File: src/hw/trs_pkg.sv
// Summary of operation
// Receive analog reset holds clock recovery and deserializer of each channel in reset.
// Receive digital reset clears receive coding and attachment logic while asserted.
// Transmit digital reset clears transmit coding logic while asserted.
// Synthesizer power-down asserts only during a full sequence, never partial resets.
// Full sequence starts at configuration entry or management reset assert then release.
// Sequence covers all channels by default; masked channels keep their resets untouched.
// With bonded transmit clocks, software should leave the channel mask clear.
// Transmit ready asserts only after the synthesizer reports lock.
// Receive part continues only after offset calibration active goes low.
// Last step raises receive ready and drops the management-side reset.
// Transmit-only configuration skips receive waits and completes once transmit ready.
// Receive digital reset held until analog release and calibration done; transmit after lock.
`default_nettype none
package trs_pkg;
   localparam int unsigned NCH = 4;
   localparam int unsigned CLK_HZ = 20_000_000;
   // Least power-down pulse, nanoseconds
   localparam int unsigned PDN_NS = 1000;
   localparam int unsigned PDN_CYC = (PDN_NS * (CLK_HZ / 1_000_000) + 999) / 1000;
   // Least settle time after analog reset release, nanoseconds
   localparam int unsigned RXA_NS = 4000;
   localparam int unsigned RXA_CYC = (RXA_NS * (CLK_HZ / 1_000_000) + 999) / 1000;
   localparam int unsigned CNT_W = 8;
   // Register byte addresses
   localparam logic [7:0] ADDR_CTRL = 8'h00;
   localparam logic [7:0] ADDR_MASK = 8'h04;
   localparam logic [7:0] ADDR_STAT = 8'h08;
   localparam logic [7:0] ADDR_CFG = 8'h0C;
   // Control fields
   localparam int unsigned CTRL_FULL_BIT = 0;
   localparam int unsigned CTRL_TX_BIT = 1;
   localparam int unsigned CTRL_RX_BIT = 2;
   // Configuration field
   localparam int unsigned CFG_TXONLY_BIT = 0;
   localparam logic CFG_TXONLY_RST = 1'b0;
   localparam logic [NCH-1:0] MASK_RST = 4'h0;
   // Status fields
   localparam int unsigned STAT_TXRDY_BIT = 0;
   localparam int unsigned STAT_RXRDY_BIT = 1;
   localparam int unsigned STAT_BUSY_BIT = 2;
   localparam int unsigned STAT_STATE_LSB = 4;
   localparam logic [1:0] RESP_OKAY = 2'b00;
   localparam logic [1:0] RESP_SLVERR = 2'b10;
   typedef enum logic [2:0]
   {
      ST_IDLE = 3'b000,
      ST_PDN = 3'b001,
      ST_LOCK = 3'b010,
      ST_RXA = 3'b011,
      ST_CAL = 3'b100,
      ST_DONE = 3'b101
   } trs_state_t;
endpackage
`default_nettype wire

File: src/hw/trs_reg_if.sv
`default_nettype none
interface trs_reg_if;
   import trs_pkg::*;
   logic [2:0] ctrl_pulse;
   logic [NCH-1:0] mask;
   logic tx_only;
   logic [31:0] status;
   modport slave (output ctrl_pulse, output mask, output tx_only, input status);
   modport core (input ctrl_pulse, input mask, input tx_only, output status);
endinterface
`default_nettype wire

File: src/hw/trs_axil_regs.sv
`default_nettype none
module trs_axil_regs
   import trs_pkg::*;
(
   input wire logic i_clk,
   input wire logic i_rst_n,
   // Write address and data
   input wire logic [7:0] i_awaddr,
   input wire logic i_awvalid,
   output logic o_awready,
   input wire logic [31:0] i_wdata,
   input wire logic [3:0] i_wstrb,
   input wire logic i_wvalid,
   output logic o_wready,
   // Write response
   output logic [1:0] o_bresp,
   output logic o_bvalid,
   input wire logic i_bready,
   // Read
   input wire logic [7:0] i_araddr,
   input wire logic i_arvalid,
   output logic o_arready,
   output logic [31:0] o_rdata,
   output logic [1:0] o_rresp,
   output logic o_rvalid,
   input wire logic i_rready,
   // Core side
   trs_reg_if.slave regs
);
   logic aw_have_q;
   logic w_have_q;
   logic [7:0] awaddr_q;
   logic [31:0] wdata_q;
   logic [3:0] wstrb_q;
   logic [2:0] pulse_q;
   logic [NCH-1:0] mask_q;
   logic txonly_q;
   logic do_write;

   assign do_write = aw_have_q && w_have_q && !o_bvalid;
   assign regs.ctrl_pulse = pulse_q;
   assign regs.mask = mask_q;
   assign regs.tx_only = txonly_q;

   //------------------------------
   // Write channel
   //------------------------------
   always_ff @(posedge i_clk or negedge i_rst_n)
   begin
      if (!i_rst_n)
      begin
         aw_have_q <= 1'b0;
         w_have_q <= 1'b0;
         awaddr_q <= 8'h00;
         wdata_q <= 32'h00000000;
         wstrb_q <= 4'h0;
         o_bvalid <= 1'b0;
         o_bresp <= RESP_OKAY;
         o_awready <= 1'b1;
         o_wready <= 1'b1;
      end
      else
      begin
         if (i_awvalid && o_awready)
         begin
            aw_have_q <= 1'b1;
            awaddr_q <= i_awaddr;
            o_awready <= 1'b0;
         end
         if (i_wvalid && o_wready)
         begin
            w_have_q <= 1'b1;
            wdata_q <= i_wdata;
            o_wready <= 1'b0;
            wstrb_q <= i_wstrb;
         end
         if (do_write)
         begin
            aw_have_q <= 1'b0;
            w_have_q <= 1'b0;
            o_bvalid <= 1'b1;
            o_bresp <= (awaddr_q == ADDR_CTRL || awaddr_q == ADDR_MASK ||
                        awaddr_q == ADDR_CFG) ? RESP_OKAY : RESP_SLVERR;
         end
         else if (o_bvalid && i_bready)
         begin
            // Both holders are empty once the response is taken
            o_bvalid <= 1'b0;
            o_awready <= 1'b1;
            o_wready <= 1'b1;
         end
      end
   end

   //------------------------------
   // Register stores
   //------------------------------
   always_ff @(posedge i_clk or negedge i_rst_n)
   begin
      if (!i_rst_n)
      begin
         pulse_q <= 3'h0;
         mask_q <= MASK_RST;
         txonly_q <= CFG_TXONLY_RST;
      end
      else
      begin
         pulse_q <= 3'h0;
         if (do_write && wstrb_q[0])
         begin
            if (awaddr_q == ADDR_CTRL)
               pulse_q <= wdata_q[2:0];
            if (awaddr_q == ADDR_MASK)
               mask_q <= wdata_q[NCH-1:0];
            if (awaddr_q == ADDR_CFG)
               txonly_q <= wdata_q[CFG_TXONLY_BIT];
         end
      end
   end

   //------------------------------
   // Read channel
   //------------------------------
   always_ff @(posedge i_clk or negedge i_rst_n)
   begin
      if (!i_rst_n)
      begin
         o_rvalid <= 1'b0;
         o_arready <= 1'b1;
         o_rdata <= 32'h00000000;
         o_rresp <= RESP_OKAY;
      end
      else if (i_arvalid && o_arready)
      begin
         o_rvalid <= 1'b1;
         o_arready <= 1'b0;
         o_rresp <= RESP_OKAY;
         case (i_araddr)
            ADDR_CTRL: o_rdata <= 32'h00000000;
            ADDR_MASK: o_rdata <= {{(32-NCH){1'b0}}, mask_q};
            ADDR_STAT: o_rdata <= regs.status;
            ADDR_CFG: o_rdata <= {31'h00000000, txonly_q};
            default:
            begin
               o_rdata <= 32'h00000000;
               o_rresp <= RESP_SLVERR;
            end
         endcase
      end
      else if (o_rvalid && i_rready)
      begin
         o_rvalid <= 1'b0;
         o_arready <= 1'b1;
      end
   end
endmodule
`default_nettype wire

File: src/hw/trs_top.sv
`default_nettype none
module trs_top
   import trs_pkg::*;
(
   input wire logic i_clk,
   input wire logic i_rst_n,
   // Configuration done and management reset
   input wire logic i_user_mode,
   input wire logic i_mgmt_reset,
   // Status from transceiver
   input wire logic i_synth_locked,
   input wire logic [trs_pkg::NCH-1:0] i_offset_cal_active,
   // Reset and power-down outputs
   output logic [trs_pkg::NCH-1:0] o_rx_analog_reset,
   output logic [trs_pkg::NCH-1:0] o_rx_digital_reset,
   output logic [trs_pkg::NCH-1:0] o_tx_digital_reset,
   output logic o_synth_powerdown,
   output logic o_tx_ready,
   output logic o_rx_ready,
   output logic o_mgmt_side_reset,
   // AXI4-Lite
   input wire logic [7:0] i_awaddr,
   input wire logic i_awvalid,
   output logic o_awready,
   input wire logic [31:0] i_wdata,
   input wire logic [3:0] i_wstrb,
   input wire logic i_wvalid,
   output logic o_wready,
   output logic [1:0] o_bresp,
   output logic o_bvalid,
   input wire logic i_bready,
   input wire logic [7:0] i_araddr,
   input wire logic i_arvalid,
   output logic o_arready,
   output logic [31:0] o_rdata,
   output logic [1:0] o_rresp,
   output logic o_rvalid,
   input wire logic i_rready
);
   import trs_pkg::*;

   trs_reg_if regs ();
   trs_state_t state_q;
   logic [CNT_W-1:0] cnt_q;
   logic user_q;
   logic mrst_q;
   logic full_start;
   logic cal_busy;
   logic [NCH-1:0] sel_q;

   trs_axil_regs u_regs
   (
      .i_clk(i_clk),
      .i_rst_n(i_rst_n),
      .i_awaddr(i_awaddr),
      .i_awvalid(i_awvalid),
      .o_awready(o_awready),
      .i_wdata(i_wdata),
      .i_wstrb(i_wstrb),
      .i_wvalid(i_wvalid),
      .o_wready(o_wready),
      .o_bresp(o_bresp),
      .o_bvalid(o_bvalid),
      .i_bready(i_bready),
      .i_araddr(i_araddr),
      .i_arvalid(i_arvalid),
      .o_arready(o_arready),
      .o_rdata(o_rdata),
      .o_rresp(o_rresp),
      .o_rvalid(o_rvalid),
      .i_rready(i_rready),
      .regs(regs)
   );

   //------------------------------
   // Start detection
   //------------------------------
   always_ff @(posedge i_clk or negedge i_rst_n)
   begin
      if (!i_rst_n)
      begin
         user_q <= 1'b0;
         mrst_q <= 1'b0;
      end
      else
      begin
         user_q <= i_user_mode;
         mrst_q <= i_mgmt_reset;
      end
   end

   // Entry to user mode, or falling edge of the management reset
   assign full_start = (i_user_mode && !user_q) || (mrst_q && !i_mgmt_reset);
   assign cal_busy = |(i_offset_cal_active & sel_q);

   //------------------------------
   // Sequencer
   //------------------------------
   always_ff @(posedge i_clk or negedge i_rst_n)
   begin
      if (!i_rst_n)
      begin
         state_q <= ST_IDLE;
         cnt_q <= '0;
         sel_q <= '0;
         o_synth_powerdown <= 1'b0;
         o_tx_ready <= 1'b0;
         o_rx_ready <= 1'b0;
         o_mgmt_side_reset <= 1'b1;
         o_rx_analog_reset <= '0;
         o_rx_digital_reset <= '0;
         o_tx_digital_reset <= '0;
      end
      else if (i_mgmt_reset)
      begin
         // Management reset holds the whole sequence off until release
         state_q <= ST_IDLE;
         o_mgmt_side_reset <= 1'b1;
         o_tx_ready <= 1'b0;
         o_rx_ready <= 1'b0;
      end
      else if (full_start)
      begin
         // Only unmasked channels take part
         sel_q <= ~regs.mask;
         o_synth_powerdown <= 1'b1;
         o_mgmt_side_reset <= 1'b1;
         o_tx_ready <= 1'b0;
         o_rx_ready <= 1'b0;
         o_tx_digital_reset <= o_tx_digital_reset | ~regs.mask;
         o_rx_digital_reset <= o_rx_digital_reset | ~regs.mask;
         o_rx_analog_reset <= o_rx_analog_reset | ~regs.mask;
         cnt_q <= CNT_W'(PDN_CYC);
         state_q <= ST_PDN;
      end
      else
      begin
         case (state_q)
            ST_IDLE:
            begin
               // Partial resets never touch the power-down
               if (regs.ctrl_pulse[CTRL_TX_BIT] || regs.ctrl_pulse[CTRL_RX_BIT])
               begin
                  sel_q <= ~regs.mask;
                  o_mgmt_side_reset <= 1'b1;
                  if (regs.ctrl_pulse[CTRL_TX_BIT])
                  begin
                     o_tx_digital_reset <= o_tx_digital_reset | ~regs.mask;
                     o_tx_ready <= 1'b0;
                  end
                  if (regs.ctrl_pulse[CTRL_RX_BIT] && !regs.tx_only)
                  begin
                     o_rx_analog_reset <= o_rx_analog_reset | ~regs.mask;
                     o_rx_digital_reset <= o_rx_digital_reset | ~regs.mask;
                     o_rx_ready <= 1'b0;
                  end
                  state_q <= ST_LOCK;
               end
               else if (regs.ctrl_pulse[CTRL_FULL_BIT])
               begin
                  // Software asks for a full restart through the same path
                  sel_q <= ~regs.mask;
                  o_synth_powerdown <= 1'b1;
                  o_mgmt_side_reset <= 1'b1;
                  o_tx_ready <= 1'b0;
                  o_rx_ready <= 1'b0;
                  o_tx_digital_reset <= o_tx_digital_reset | ~regs.mask;
                  o_rx_digital_reset <= o_rx_digital_reset | ~regs.mask;
                  o_rx_analog_reset <= o_rx_analog_reset | ~regs.mask;
                  cnt_q <= CNT_W'(PDN_CYC);
                  state_q <= ST_PDN;
               end
            end
            ST_PDN:
            begin
               if (cnt_q <= CNT_W'(1))
               begin
                  o_synth_powerdown <= 1'b0;
                  state_q <= ST_LOCK;
               end
               else
               begin
                  cnt_q <= cnt_q - CNT_W'(1);
               end
            end
            ST_LOCK:
            begin
               if (i_synth_locked)
               begin
                  o_tx_digital_reset <= o_tx_digital_reset & ~sel_q;
                  o_tx_ready <= 1'b1;
                  if (regs.tx_only)
                  begin
                     o_rx_ready <= 1'b0;
                     o_mgmt_side_reset <= 1'b0;
                     state_q <= ST_DONE;
                  end
                  else
                  begin
                     o_rx_analog_reset <= o_rx_analog_reset & ~sel_q;
                     cnt_q <= CNT_W'(RXA_CYC);
                     state_q <= ST_RXA;
                  end
               end
            end
            ST_RXA:
            begin
               if (cnt_q <= CNT_W'(1))
               begin
                  state_q <= ST_CAL;
               end
               else
               begin
                  cnt_q <= cnt_q - CNT_W'(1);
               end
            end
            ST_CAL:
            begin
               if (!cal_busy)
               begin
                  o_rx_digital_reset <= o_rx_digital_reset & ~sel_q;
                  o_rx_ready <= 1'b1;
                  o_mgmt_side_reset <= 1'b0;
                  state_q <= ST_DONE;
               end
            end
            ST_DONE:
            begin
               state_q <= ST_IDLE;
            end
            default:
            begin
               state_q <= ST_IDLE;
            end
         endcase
      end
   end

   //------------------------------
   // Status
   //------------------------------
   assign regs.status = {25'h0000000, state_q, 1'b0,
                         (state_q != ST_IDLE), o_rx_ready, o_tx_ready};
endmodule
`default_nettype wire

File: config.mk
export PLATFORM = sky130hd
export DESIGN_NAME = trs_top
export DESIGN_NICKNAME = d
export VERILOG_FILES = /design/src/hw/trs_pkg.sv /design/src/hw/trs_reg_if.sv /design/src/hw/trs_axil_regs.sv /design/src/hw/trs_top.sv
export SDC_FILE = /design/constraint.sdc
export NUM_CORES = 1
export LEC_CHECK = 0
export ABC_CLOCK_PERIOD_IN_PS = 3200
export BUFFER_PORTS_ARGS = -buffer_cell sky130_fd_sc_hd__buf_2
export CAP_MARGIN = 20
export CELL_PAD_IN_SITES_DETAIL_PLACEMENT = 1
export CELL_PAD_IN_SITES_GLOBAL_PLACEMENT = 1
export CORE_AREA = 3 3 116 85
export DETAILED_ROUTE_END_ITERATION = 8
export DIE_AREA = 0 0 119 88
export GPL_ROUTABILITY_DRIVEN = 1
export PLACE_DENSITY_LB_ADDON = 0.1
export SYNTH_ARGS = -nofsm -noshare
export SYNTH_HDL_FRONTEND = slang
export SYNTH_SLANG_ARGS = --single-unit
File: constraint.sdc
create_clock -name i_clk -period 3.2 [get_ports i_clk]
set_input_delay 0.64 -clock i_clk [delete_from_list [all_inputs] [get_ports i_clk]]
set_output_delay 0.64 -clock i_clk [all_outputs]
set_load 0.01 [all_outputs]
# Word level (Yosys, flattened, before mapping)
# Cells that the tools add are included.
# W data, S select, Z words.
# totals
ff_bits	97
latch_bits	0
ramBits	0
romBits	0
in_bits	66
out_inout_bits	57
wordCells	203
n_memories	0
# op_classes
n_addsub	1
multipliers	0
div_mod_pow	0
magnitude_cmp	1
eq_ne	27
n_shift	0
muxes	86
bitwise_logic	10
reduce_logical	50
# ops
op	count
$mux W4	20
$mux W8	6
$mux W1	37
$mux W3	11
$reduce_and A5 Y1	5
$eq A8 B4 Y1 const B	3
$pmux W4 S2	3
$pmux W8 S3	1
$pmux W7 S3	1
$ne A4 B4 Y1 const B	5
$ne A3 B3 Y1 const B	6
$and A4 B4 Y4	4
$eq A8 B3 Y1 const B	2
$logic_not A8 Y1	2
$pmux W3 S5	1
$reduce_bool A3 Y1	5
$ne A4 B3 Y1 const B	3
$or A4 B4 Y4	3
$reduce_and A6 Y1	2
$logic_and A1 B1 Y1	11
$ne A5 B4 Y1 const B	2
$reduce_bool A2 Y1	5
$le A8 B1 Y1 const B	1
$not A4 Y4	2
21 further kinds	34

# Longest topological paths before layout
# Gate-level depths: netlist of the first run.
# depth
depth_word	7
depth_mapped	7
ltp_nobuf	7

# Modules after synthesis
# From an unflattened synthesis of the first run, not the netlist that was laid out.
# unflattened
cells_unflattened	430
hier_area_um2	4366.7
# modules_own_cells
module	n_inst	cells_per_inst	area_each_um2	seq_area_each_um2
trs_axil_regs	1	232	2497.4	1555.2
trs_top	1	198	1869.3	827.0

# Worst setup path before layout of the first run
# Ideal clock, no wire load.
# synth_timing
path_type	input to register
startpoint	in i_user_mode
endpoint	reg o_rx_analog_reset[0] (netlist bit)
setup_ns	0.118
t_arrival_ns	1.702
t_required_ns	3.082
setup_slack_ns	1.380
stages	6
path_buffers	1
cell_sequence	and2b_1 -> or3_1 -> buf_2 -> nor2_1 -> nand2_1 -> a21o_1
# synth_via
elab_chain_cells	4
elab_cells_between_ends	9
classes_between	4 x eq/ne; 1 x mux; 4 x reduce/logical
# synth_lines
element	line_no	rtl
start: declaration	trs_top.sv:8	input wire logic i_user_mode,
$logic_and A1 B1 Y1 *	trs_top.sv:93	assign full_start = (i_user_mode && !user_q) || (mrst_q && !i_mgmt_reset);
$logic_or A1 B1 Y1 *	trs_top.sv:93	
$ne A4 B4 Y1 (no line) (tied with other cells)	n/a	
$reduce_and A6 Y1 (no line)	n/a	
end signal: assignment	trs_top.sv:132	o_rx_analog_reset <= o_rx_analog_reset | ~regs.mask;
end signal: assignment	trs_top.sv:153	o_rx_analog_reset <= o_rx_analog_reset | ~regs.mask;
end signal: assignment	trs_top.sv:169	o_rx_analog_reset <= o_rx_analog_reset | ~regs.mask;
end: declaration	trs_top.sv:14	output logic [trs_pkg::NCH-1:0] o_rx_analog_reset,
# Mark *: on every way between the ends. The rest lies on a longest branch, timed or not.
# A chain may end at the register's enable or synchronous reset.

# Final worst setup path of the first run
# layout_timing
startpoint	reg state_q[1]
endpoint	reg cnt_q[6]
# layout_via
elab_chain_cells	4
elab_cells_between_ends	14
classes_between	8 x eq/ne; 2 x mux; 4 x reduce/logical
# layout_lines
element	line_no	rtl
start: declaration	trs_top.sv:43	trs_state_t state_q;
start signal: assignment	trs_top.sv:103	state_q <= ST_IDLE;
start signal: assignment	trs_top.sv:117	state_q <= ST_IDLE;
start signal: assignment	trs_top.sv:134	state_q <= ST_PDN;
$eq A3 B2 Y1 / $eq A3 B1 Y1 (equally long branches)	trs_top.sv:138	case (state_q)
$reduce_or A2 Y1 (no line)	n/a	
$ne A3 B3 Y1 (no line) (tied with other cells)	n/a	
$reduce_and A7 Y1 (no line) / $mux W8 (equally long branches)	n/a	
end signal: assignment	trs_top.sv:133	cnt_q <= CNT_W'(PDN_CYC);
end signal: assignment	trs_top.sv:170	cnt_q <= CNT_W'(PDN_CYC);
end signal: assignment	trs_top.sv:183	cnt_q <= cnt_q - CNT_W'(1);
end: declaration	trs_top.sv:44	logic [CNT_W-1:0] cnt_q;
# Parallel ways exist; a longest one is shown, timed or not.

==> results of run 1 <==
## power breakdown
group | internal (mW) | total [mW] | switching [mW]
sequential | 1.05 | 1.19 | 0.138
clock | 0.589 | 0.963 | 0.374
combinational | 0.218 | 0.468 | 0.250
## registers in the layout, indices dropped and copies added, names as in the netlist, 3 cells and up
name,flops
o_tx_digital_reset,4
sel_q,4
o_rx_analog_reset,4
u_regs.awaddr_q,8
u_regs.regs.mask,4
state_q,3
cnt_q,8
u_regs.regs.ctrl_pulse,3
o_rx_digital_reset,4
u_regs.wdata_q,4
u_regs.o_rdata,7
## metal layers
metal	global-route usage, %	wire length (um)
met1	23.19	4271
met2	27.27	3833
met3	5.100	486
met4	5.468	116
met5	0	0
## Yosys cell counts, types with 3 or more instances
library cell / n / area, um2
a22o_1: 5 / 43.79
dfrtp_1: 66 / 1652
clkbuf_1: 4 / 15.01
dfstp_2: 4 / 105.1
o21ai_0: 19 / 95.09
or3_1: 4 / 25.02
a21o_1: 4 / 30.03
nand3_1: 6 / 30.03
mux2i_1: 7 / 70.07
inv_1: 16 / 60.06
buf_4: 27 / 202.7
nor3_1: 8 / 40.04
o21ai_1: 6 / 30.03
nor2_1: 27 / 101.4
a2bb2oi_1: 3 / 26.28
and2_1: 3 / 18.77
nor3b_1: 4 / 30.03
o21a_1: 3 / 22.52
a21oi_1: 9 / 45.04
nor2b_1: 6 / 37.54
a22oi_1: 4 / 30.03
mux2_2: 19 / 214.0
o311ai_0: 5 / 43.79
nand2_1: 29 / 108.9
o31ai_1: 6 / 45.04
## through the flow
stage / util, % / std cells / setup WS, ns / instance area [um2]
3_3_place_gp: 43.42 / 518 / 0.8870 / 3860
3_5_place_dp: 43.42 / 518 / 0.8954 / 3860
2_1_floorplan: - / 361 / 1.380 / 3597
4_1_cts: 46.76 / 534 / 1.201 / 4156
6_report: 46.76 / 534 / 1.194 / 4156
5_1_grt: 46.76 / 534 / 0.9860 / 4156
## layout make-up
type,count,share of cell area [%]
flip-flops and latches,70,42.26
well taps,124,3.733
clock inverters,4,0.7225
repair buffers,66,8.067
multi-input cells,242,37.36
clock buffers,12,6.412
inverters,16,1.445
## worst max-delay path, stage by stage, from the launching register on
cell and delay, ns:
dfrtp_1 0.61, inv_1 0.19, nor4b_2 0.70, a211oi_1 0.10
o21a_1 0.22, a21oi_1 0.11
## kinds of logic after synthesis
family | count (synthesis) | share of synthesized area [%]
adders and majority gates | 2 | 0.7149
other | 1 | 0.1072
buffers and inverters | 49 | 8.223
muxes | 26 | 8.116
and+or+nand+nor | 108 | 16.02
AOI/OAI and AO/OA | 79 | 16.63
DFF | 70 | 50.20
## final timing paths
path / endpoint / slack, ns / depth (start not counted)
min in group asynchronous: state_q[0]$_DFFE_PN0P_ / 0.51 / 2
min: user_q$_DFF_PN0_ / 0.43 / 1
max in group asynchronous: cnt_q[4]$_DFFE_PN0P_ / 2.10 / 2
max: cnt_q[6]$_DFFE_PN0P_ / 1.19 / 5
max reg2reg: cnt_q[6]$_DFFE_PN0P_ / 1.19 / 5
min reg2reg: o_rx_analog_reset[1]$_DFFE_PN0P_ / 0.47 / 1
==> flow_metrics.env, run 1 <==
export IMPL_outcome="complete, no violations"
export IMPL_setup_worst_path_end_class="flip-flop"
export IMPL_setup_violations_final=0
export IMPL_hold_class="input pin to flip-flop"
export IMPL_crit_path_start_kind="flip-flop"
export IMPL_htree_levels=3
export IMPL_die_w_um=119
export IMPL_finClkSkew_ns=0.006215
export IMPL_timing_hold_worst_start="i_user_mode"
export IMPL_first_global_vias=2790
export IMPL_asyncSetResetFlopFracSynth_pct=100.0
export IMPL_max_slew_violation_count=0
export IMPL_die_height_um=88
export IMPL_slew_limit_headroom_pct=40.40
export IMPL_cts_inserted_buffers=9
export IMPL_hold_worst_slack_ns=0.4255
export IMPL_finalSetupTns_ns=0
export IMPL_irDropWorstVdd_mv=0.2771
export IMPL_layout_area_seq_um2=1757
export IMPL_cts_tree="yes"
export IMPL_fmax_ghz=0.4984
export IMPL_via_count=2708
export IMPL_synthesis_area_per_instance_um2=10.45
export IMPL_detailedRoute_firstPassIterationCount=4
export IMPL_postCtsHoldBufs=0
export IMPL_avgViaCountPerCell=5.071
export IMPL_wl_um=8709
export IMPL_antenna_cells_inserted=0
export IMPL_crit_start="state_q[1]$_DFFE_PN0P_"
export IMPL_cts_resized=0
export IMPL_ioPinCount=123
export IMPL_critical_path_arrival_ns=2.27
export IMPL_grt_usage_pct=17.29
export IMPL_grt_remaining_overflow=0
export IMPL_fill_cells=1039
export IMPL_post_cts_setup_buffers=0
export IMPL_mostFrequentLayoutCell="dfrtp_1"
export IMPL_totalPowerFinal_mw=2.618
export IMPL_grt_setup_unrepaired="false"
export IMPL_clkSinkCount=70
export IMPL_synth_cell_area_um2=3500
export IMPL_ys_seq_elements=70
export IMPL_placeableCoreArea_um2=8890
export IMPL_synth_edff_count=0
export IMPL_longest_clk_path_bufs=2
export IMPL_area_growth_synth_to_final_pct=18.77
export IMPL_period_share_pct=62.70
export IMPL_synth_yosys_seq_area_share_pct=50.20
export IMPL_most_common_layout_cells="dfrtp_1 (66), buf_2 (64), nand2_1 (29)"
export IMPL_initial_utilization_pct=39.37
export IMPL_worst_path_max_fanout=15
export IMPL_dominantRegCellSynth="dfrtp_1"
export IMPL_number_of_antenna_violations_at_the_first_check_in_global_routing=0
export IMPL_pin_count_of_the_biggest_net_entering_global_routing=71
export IMPL_ant_nets=0
export IMPL_transition_time_at_the_pin_with_the_least_slew_margin_ns=0.8939
export IMPL_post_syn_instances=335
export IMPL_cts_reportedPaths_clkPinSlew_ns=0.06
export IMPL_routabilityCongestion=0.8111
export IMPL_number_of_nets_in_the_finished_design=473
export IMPL_reg2reg_from="state_q[1]$_DFFE_PN0P_"
export IMPL_detail_route_wl_per_cell_um=16.31
export IMPL_remaining_drc_errors=0
export IMPL_yosys_warnings=0
export IMPL_first_pass_grt_wire_length_um=14090
export IMPL_timing_hold_violations_final=0
export IMPL_p_leak_nw=1.885
export IMPL_drive_above_1_share_pct=28.54
export IMPL_max_cap_viols=0
export IMPL_detailedPlacementHpwl_um=6583
export IMPL_detail_route_iter0_violations=84
export IMPL_buffer_ports_inserted=64
export IMPL_yosys_cell_types_count=56
export IMPL_crit_type="flip-flop to flip-flop"
export IMPL_fin_crit_ns=2.006
export IMPL_die_area_um2=10470
export IMPL_clock_latency_ns=0.33
export IMPL_multi_input_area_um2=1553
export IMPL_fp_row_count=29
export IMPL_cts_root_buf="clkbuf_16"
export IMPL_required_ns=3.46
export IMPL_power_density_nw_per_um2=629.8
No activity file was read; power rests on OpenSTA's default activity.
==> run 2, diff against run 1 <==
--- a/config.mk
+++ b/config.mk
@@ -5,14 +5,14 @@
 export SDC_FILE = /design/constraint.sdc
 export NUM_CORES = 1
 export LEC_CHECK = 0
-export ABC_CLOCK_PERIOD_IN_PS = 3200
+export ABC_CLOCK_PERIOD_IN_PS = 1600
 export BUFFER_PORTS_ARGS = -buffer_cell sky130_fd_sc_hd__buf_2
 export CAP_MARGIN = 20
 export CELL_PAD_IN_SITES_DETAIL_PLACEMENT = 1
 export CELL_PAD_IN_SITES_GLOBAL_PLACEMENT = 1
-export CORE_AREA = 3 3 116 85
+export CORE_AREA = 3 3 126 91
 export DETAILED_ROUTE_END_ITERATION = 8
-export DIE_AREA = 0 0 119 88
+export DIE_AREA = 0 0 129 94
 export GPL_ROUTABILITY_DRIVEN = 1
 export PLACE_DENSITY_LB_ADDON = 0.1
 export SYNTH_ARGS = -nofsm -noshare
==> constraint.sdc (replaced) <==
create_clock -name i_clk -period 1.6 [get_ports i_clk]
set_input_delay 0.32 -clock i_clk [delete_from_list [all_inputs] [get_ports i_clk]]
set_output_delay 0.32 -clock i_clk [all_outputs]
set_load 0.01 [all_outputs]
==> run 2 against run 1 <==
  * The flow now finishes with violations (setup timing)
  * Cell count is 14% higher
  * Critical path type unchanged
  * Register-to-register slack worse by 1.3 ns
  * Fmax is 18% higher
  * Sequential power is 100% higher
  * Clock skew hardly changed
==> flow_metrics.env, run 2 (synthesis gave the netlist of run 1 again) <==
export IMPL_placeableCoreArea_um2=10320
export IMPL_grt_remaining_overflow=0
export IMPL_reg_largest_list="cnt_q (8), u_regs.awaddr_q (8), u_regs.o_rdata (7)"
export IMPL_max_slew_violation_count=0
export IMPL_worst_path_max_fanout=3
export IMPL_cts_reportedPaths_clkPinSlew_ns=0.05
export IMPL_fmax_ghz=0.5903
export IMPL_power_switching_share_pct=29.23
export IMPL_setup_worst_path_end_class="flip-flop"
export IMPL_via_count=2978
export IMPL_groute_layer_met1_usage_pct=23.96
export IMPL_required_ns=1.81
export IMPL_area_growth_synth_to_final_pct=47.69
export IMPL_critical_path_most_common_cell="or3_4"
export IMPL_detailedPlacementHpwl_um=7701
export IMPL_pwr_share_clk_pct=36.1
export IMPL_power_share_sequential_pct=39.6
export IMPL_die_height_um=94
export IMPL_hold_class="input pin to flip-flop"
export IMPL_max_cap_viols=0
export IMPL_crit_end="state_q[1]$_DFFE_PN0P_"
export IMPL_worst_r2r_cell_count=5
export IMPL_number_of_antenna_violations_at_the_first_check_in_global_routing=0
export IMPL_critical_path_arrival_ns=1.91
export IMPL_intPower_mw=4.269
export IMPL_grtUsageMet3_pct=4.091
export IMPL_initial_utilization_pct=33.92
export IMPL_longest_clk_path_bufs=2
export IMPL_worst_reg2reg_path_endpoint="state_q[1]$_DFFE_PN0P_"
export IMPL_power_frac_comb_pct=24.3
export IMPL_grt_setup_unrepaired="true"
export IMPL_ant_nets=0
export IMPL_failed_checks="setup timing"
export IMPL_setup_reg_to_reg_worst_slack_ns=-0.09
export IMPL_clkSinkCount=70
export IMPL_detailedRoute_firstPassIterationCount=6
export IMPL_die_area_um2=12130
export IMPL_crit_path_top_delay_cell="or3_4"
export IMPL_crit_type="flip-flop to flip-flop"
export IMPL_grt_usage_pct=17.40
export IMPL_timing_hold_violations_final=0
export IMPL_setup_violations_final=11
export IMPL_net_switching_power_mw=1.763
export IMPL_htree_levels=3
export IMPL_avgViaCountPerCell=4.882
export IMPL_finClkSkew_ns=0.006674
export IMPL_crit_chain="or3_4 > nor4b_2 > or3_4 > mux2i_1 > nor2_1"
export IMPL_drive_above_1_share_pct=50.21
export IMPL_crit_start="cnt_q[4]$_DFFE_PN0P_"
export IMPL_cts_root_buf="clkbuf_16"
export IMPL_period_share_pct=105.9
export IMPL_outcome="finished, violations left"
export IMPL_wl_um=10240
export IMPL_buffer_ports_inserted=64
export IMPL_clock_latency_ns=0.33
export IMPL_reg2reg_from="cnt_q[4]$_DFFE_PN0P_"
export IMPL_p_leak_nw=2.324
export IMPL_pin_count_of_the_biggest_net_entering_global_routing=35
export IMPL_finalSetupTns_ns=-0.5774
export IMPL_cts_tree="yes"
export IMPL_die_w_um=129
export IMPL_postLayoutSetupSlackWorst_ns=-0.09404
export IMPL_cts_inserted_buffers=9
export IMPL_detail_route_wl_per_cell_um=16.79
export IMPL_first_global_vias=3166
export IMPL_antenna_cells_inserted=0
export IMPL_gr_usage_met2_pct=27.07
export IMPL_fp_row_count=31
export IMPL_fin_crit_ns=1.694
export IMPL_routabilityCongestion=0.8129
export IMPL_number_of_nets_in_the_finished_design=541
export IMPL_mostFrequentLayoutCell="buf_2"
export IMPL_detail_route_iter0_violations=56
export IMPL_crit_path_start_kind="flip-flop"
export IMPL_ioPinCount=123
export IMPL_remaining_drc_errors=0
export IMPL_first_pass_grt_wire_length_um=16240
export IMPL_totalPowerFinal_mw=6.032
export IMPL_globalRoute_busiestLayer="met2"
export IMPL_irDropWorstVdd_mv=0.6256
export IMPL_largest_stage_delay_worst_path_ns=0.42
export IMPL_power_density_nw_per_um2=1167
export IMPL_most_common_layout_cells="buf_2 (64), dfrtp_1 (63), buf_4 (58)"
## run 2: layout make-up
type | count | area, um2
clock buffers | 11 | 242.7
clock inverters | 5 | 82.58
fillers | 1143 | 5149
inverters | 16 | 60.06
multi-input cells | 242 | 1947
flip-flops and latches | 70 | 1760
well taps | 132 | 165.2
repair buffers | 134 | 910.9
## run 2: critical path, delay by kind of cell (launching register included)
kind / cells / cell delay (ns)
flops: 1 / 0.38
simple gates: 4 / 1.04
mux: 1 / 0.17
## run 2: power by group through the flow
stage | clock network, mW | registers (mW) | logic [mW]
4_1_cts | 2.25 | 2.35 | 1.36
3_5_place_dp | 0 | 2.36 | 1.24
6_report | 2.18 | 2.39 | 1.47
3_3_place_gp | 0 | 2.35 | 1.20
5_1_grt | 2.33 | 2.44 | 1.61
2_1_floorplan | 0 | 2.34 | 0.706
## run 2: worst min-delay path by stage
stage                 from                   end  slack, ns  cells past startpoint
3_3_place_gp       i_rst_n      mrst_q$_DFF_PN0_       0.28                      1
6_report       i_user_mode      user_q$_DFF_PN0_       0.11                      1
5_1_grt        i_user_mode      user_q$_DFF_PN0_        0.1                      1
2_1_floorplan      i_rst_n  cnt_q[0]$_DFFE_PN0P_       0.02                      0
4_1_cts        i_user_mode      user_q$_DFF_PN0_       0.09                      1
3_5_place_dp       i_rst_n      mrst_q$_DFF_PN0_       0.28                      1
## run 2: stage by stage
| step | hold slack, ns | std cells | cell area (um2) | utilization (%) | worst slack (ns) |
|---|---|---|---|---|---|
| finish | 0.1054 | 610 | 5169 | 50.10 | -0.09404 |
| global route | 0.09945 | 610 | 5169 | 50.10 | -0.1883 |
| CTS | 0.08934 | 605 | 4883 | 47.33 | -0.07915 |
| detailed placement | 0.2781 | 586 | 4354 | 42.20 | -0.2213 |
| global placement | 0.2758 | 586 | 4354 | 42.20 | -0.1648 |
| floorplan | 0.02441 | 361 | 3606 | - | -0.006084 |
## run 2: layer usage
metal | part of all wire [%] | up-vias
li1 | - | 1421
met1 | 48 | 1481
met2 | 47 | 65
met3 | 3.8 | 11
met4 | 0.98 | 0
met5 | 0 | -
## run 2: timing repair
item                                   CTS  global route
buffers inserted                         2             5
gates resized for setup                 42            57
cloned                                   0             0
endpoints found under the hold margin   11             0
setup endpoints to repair               30            35
hold buffers                             1             0
pin swaps                               14            13
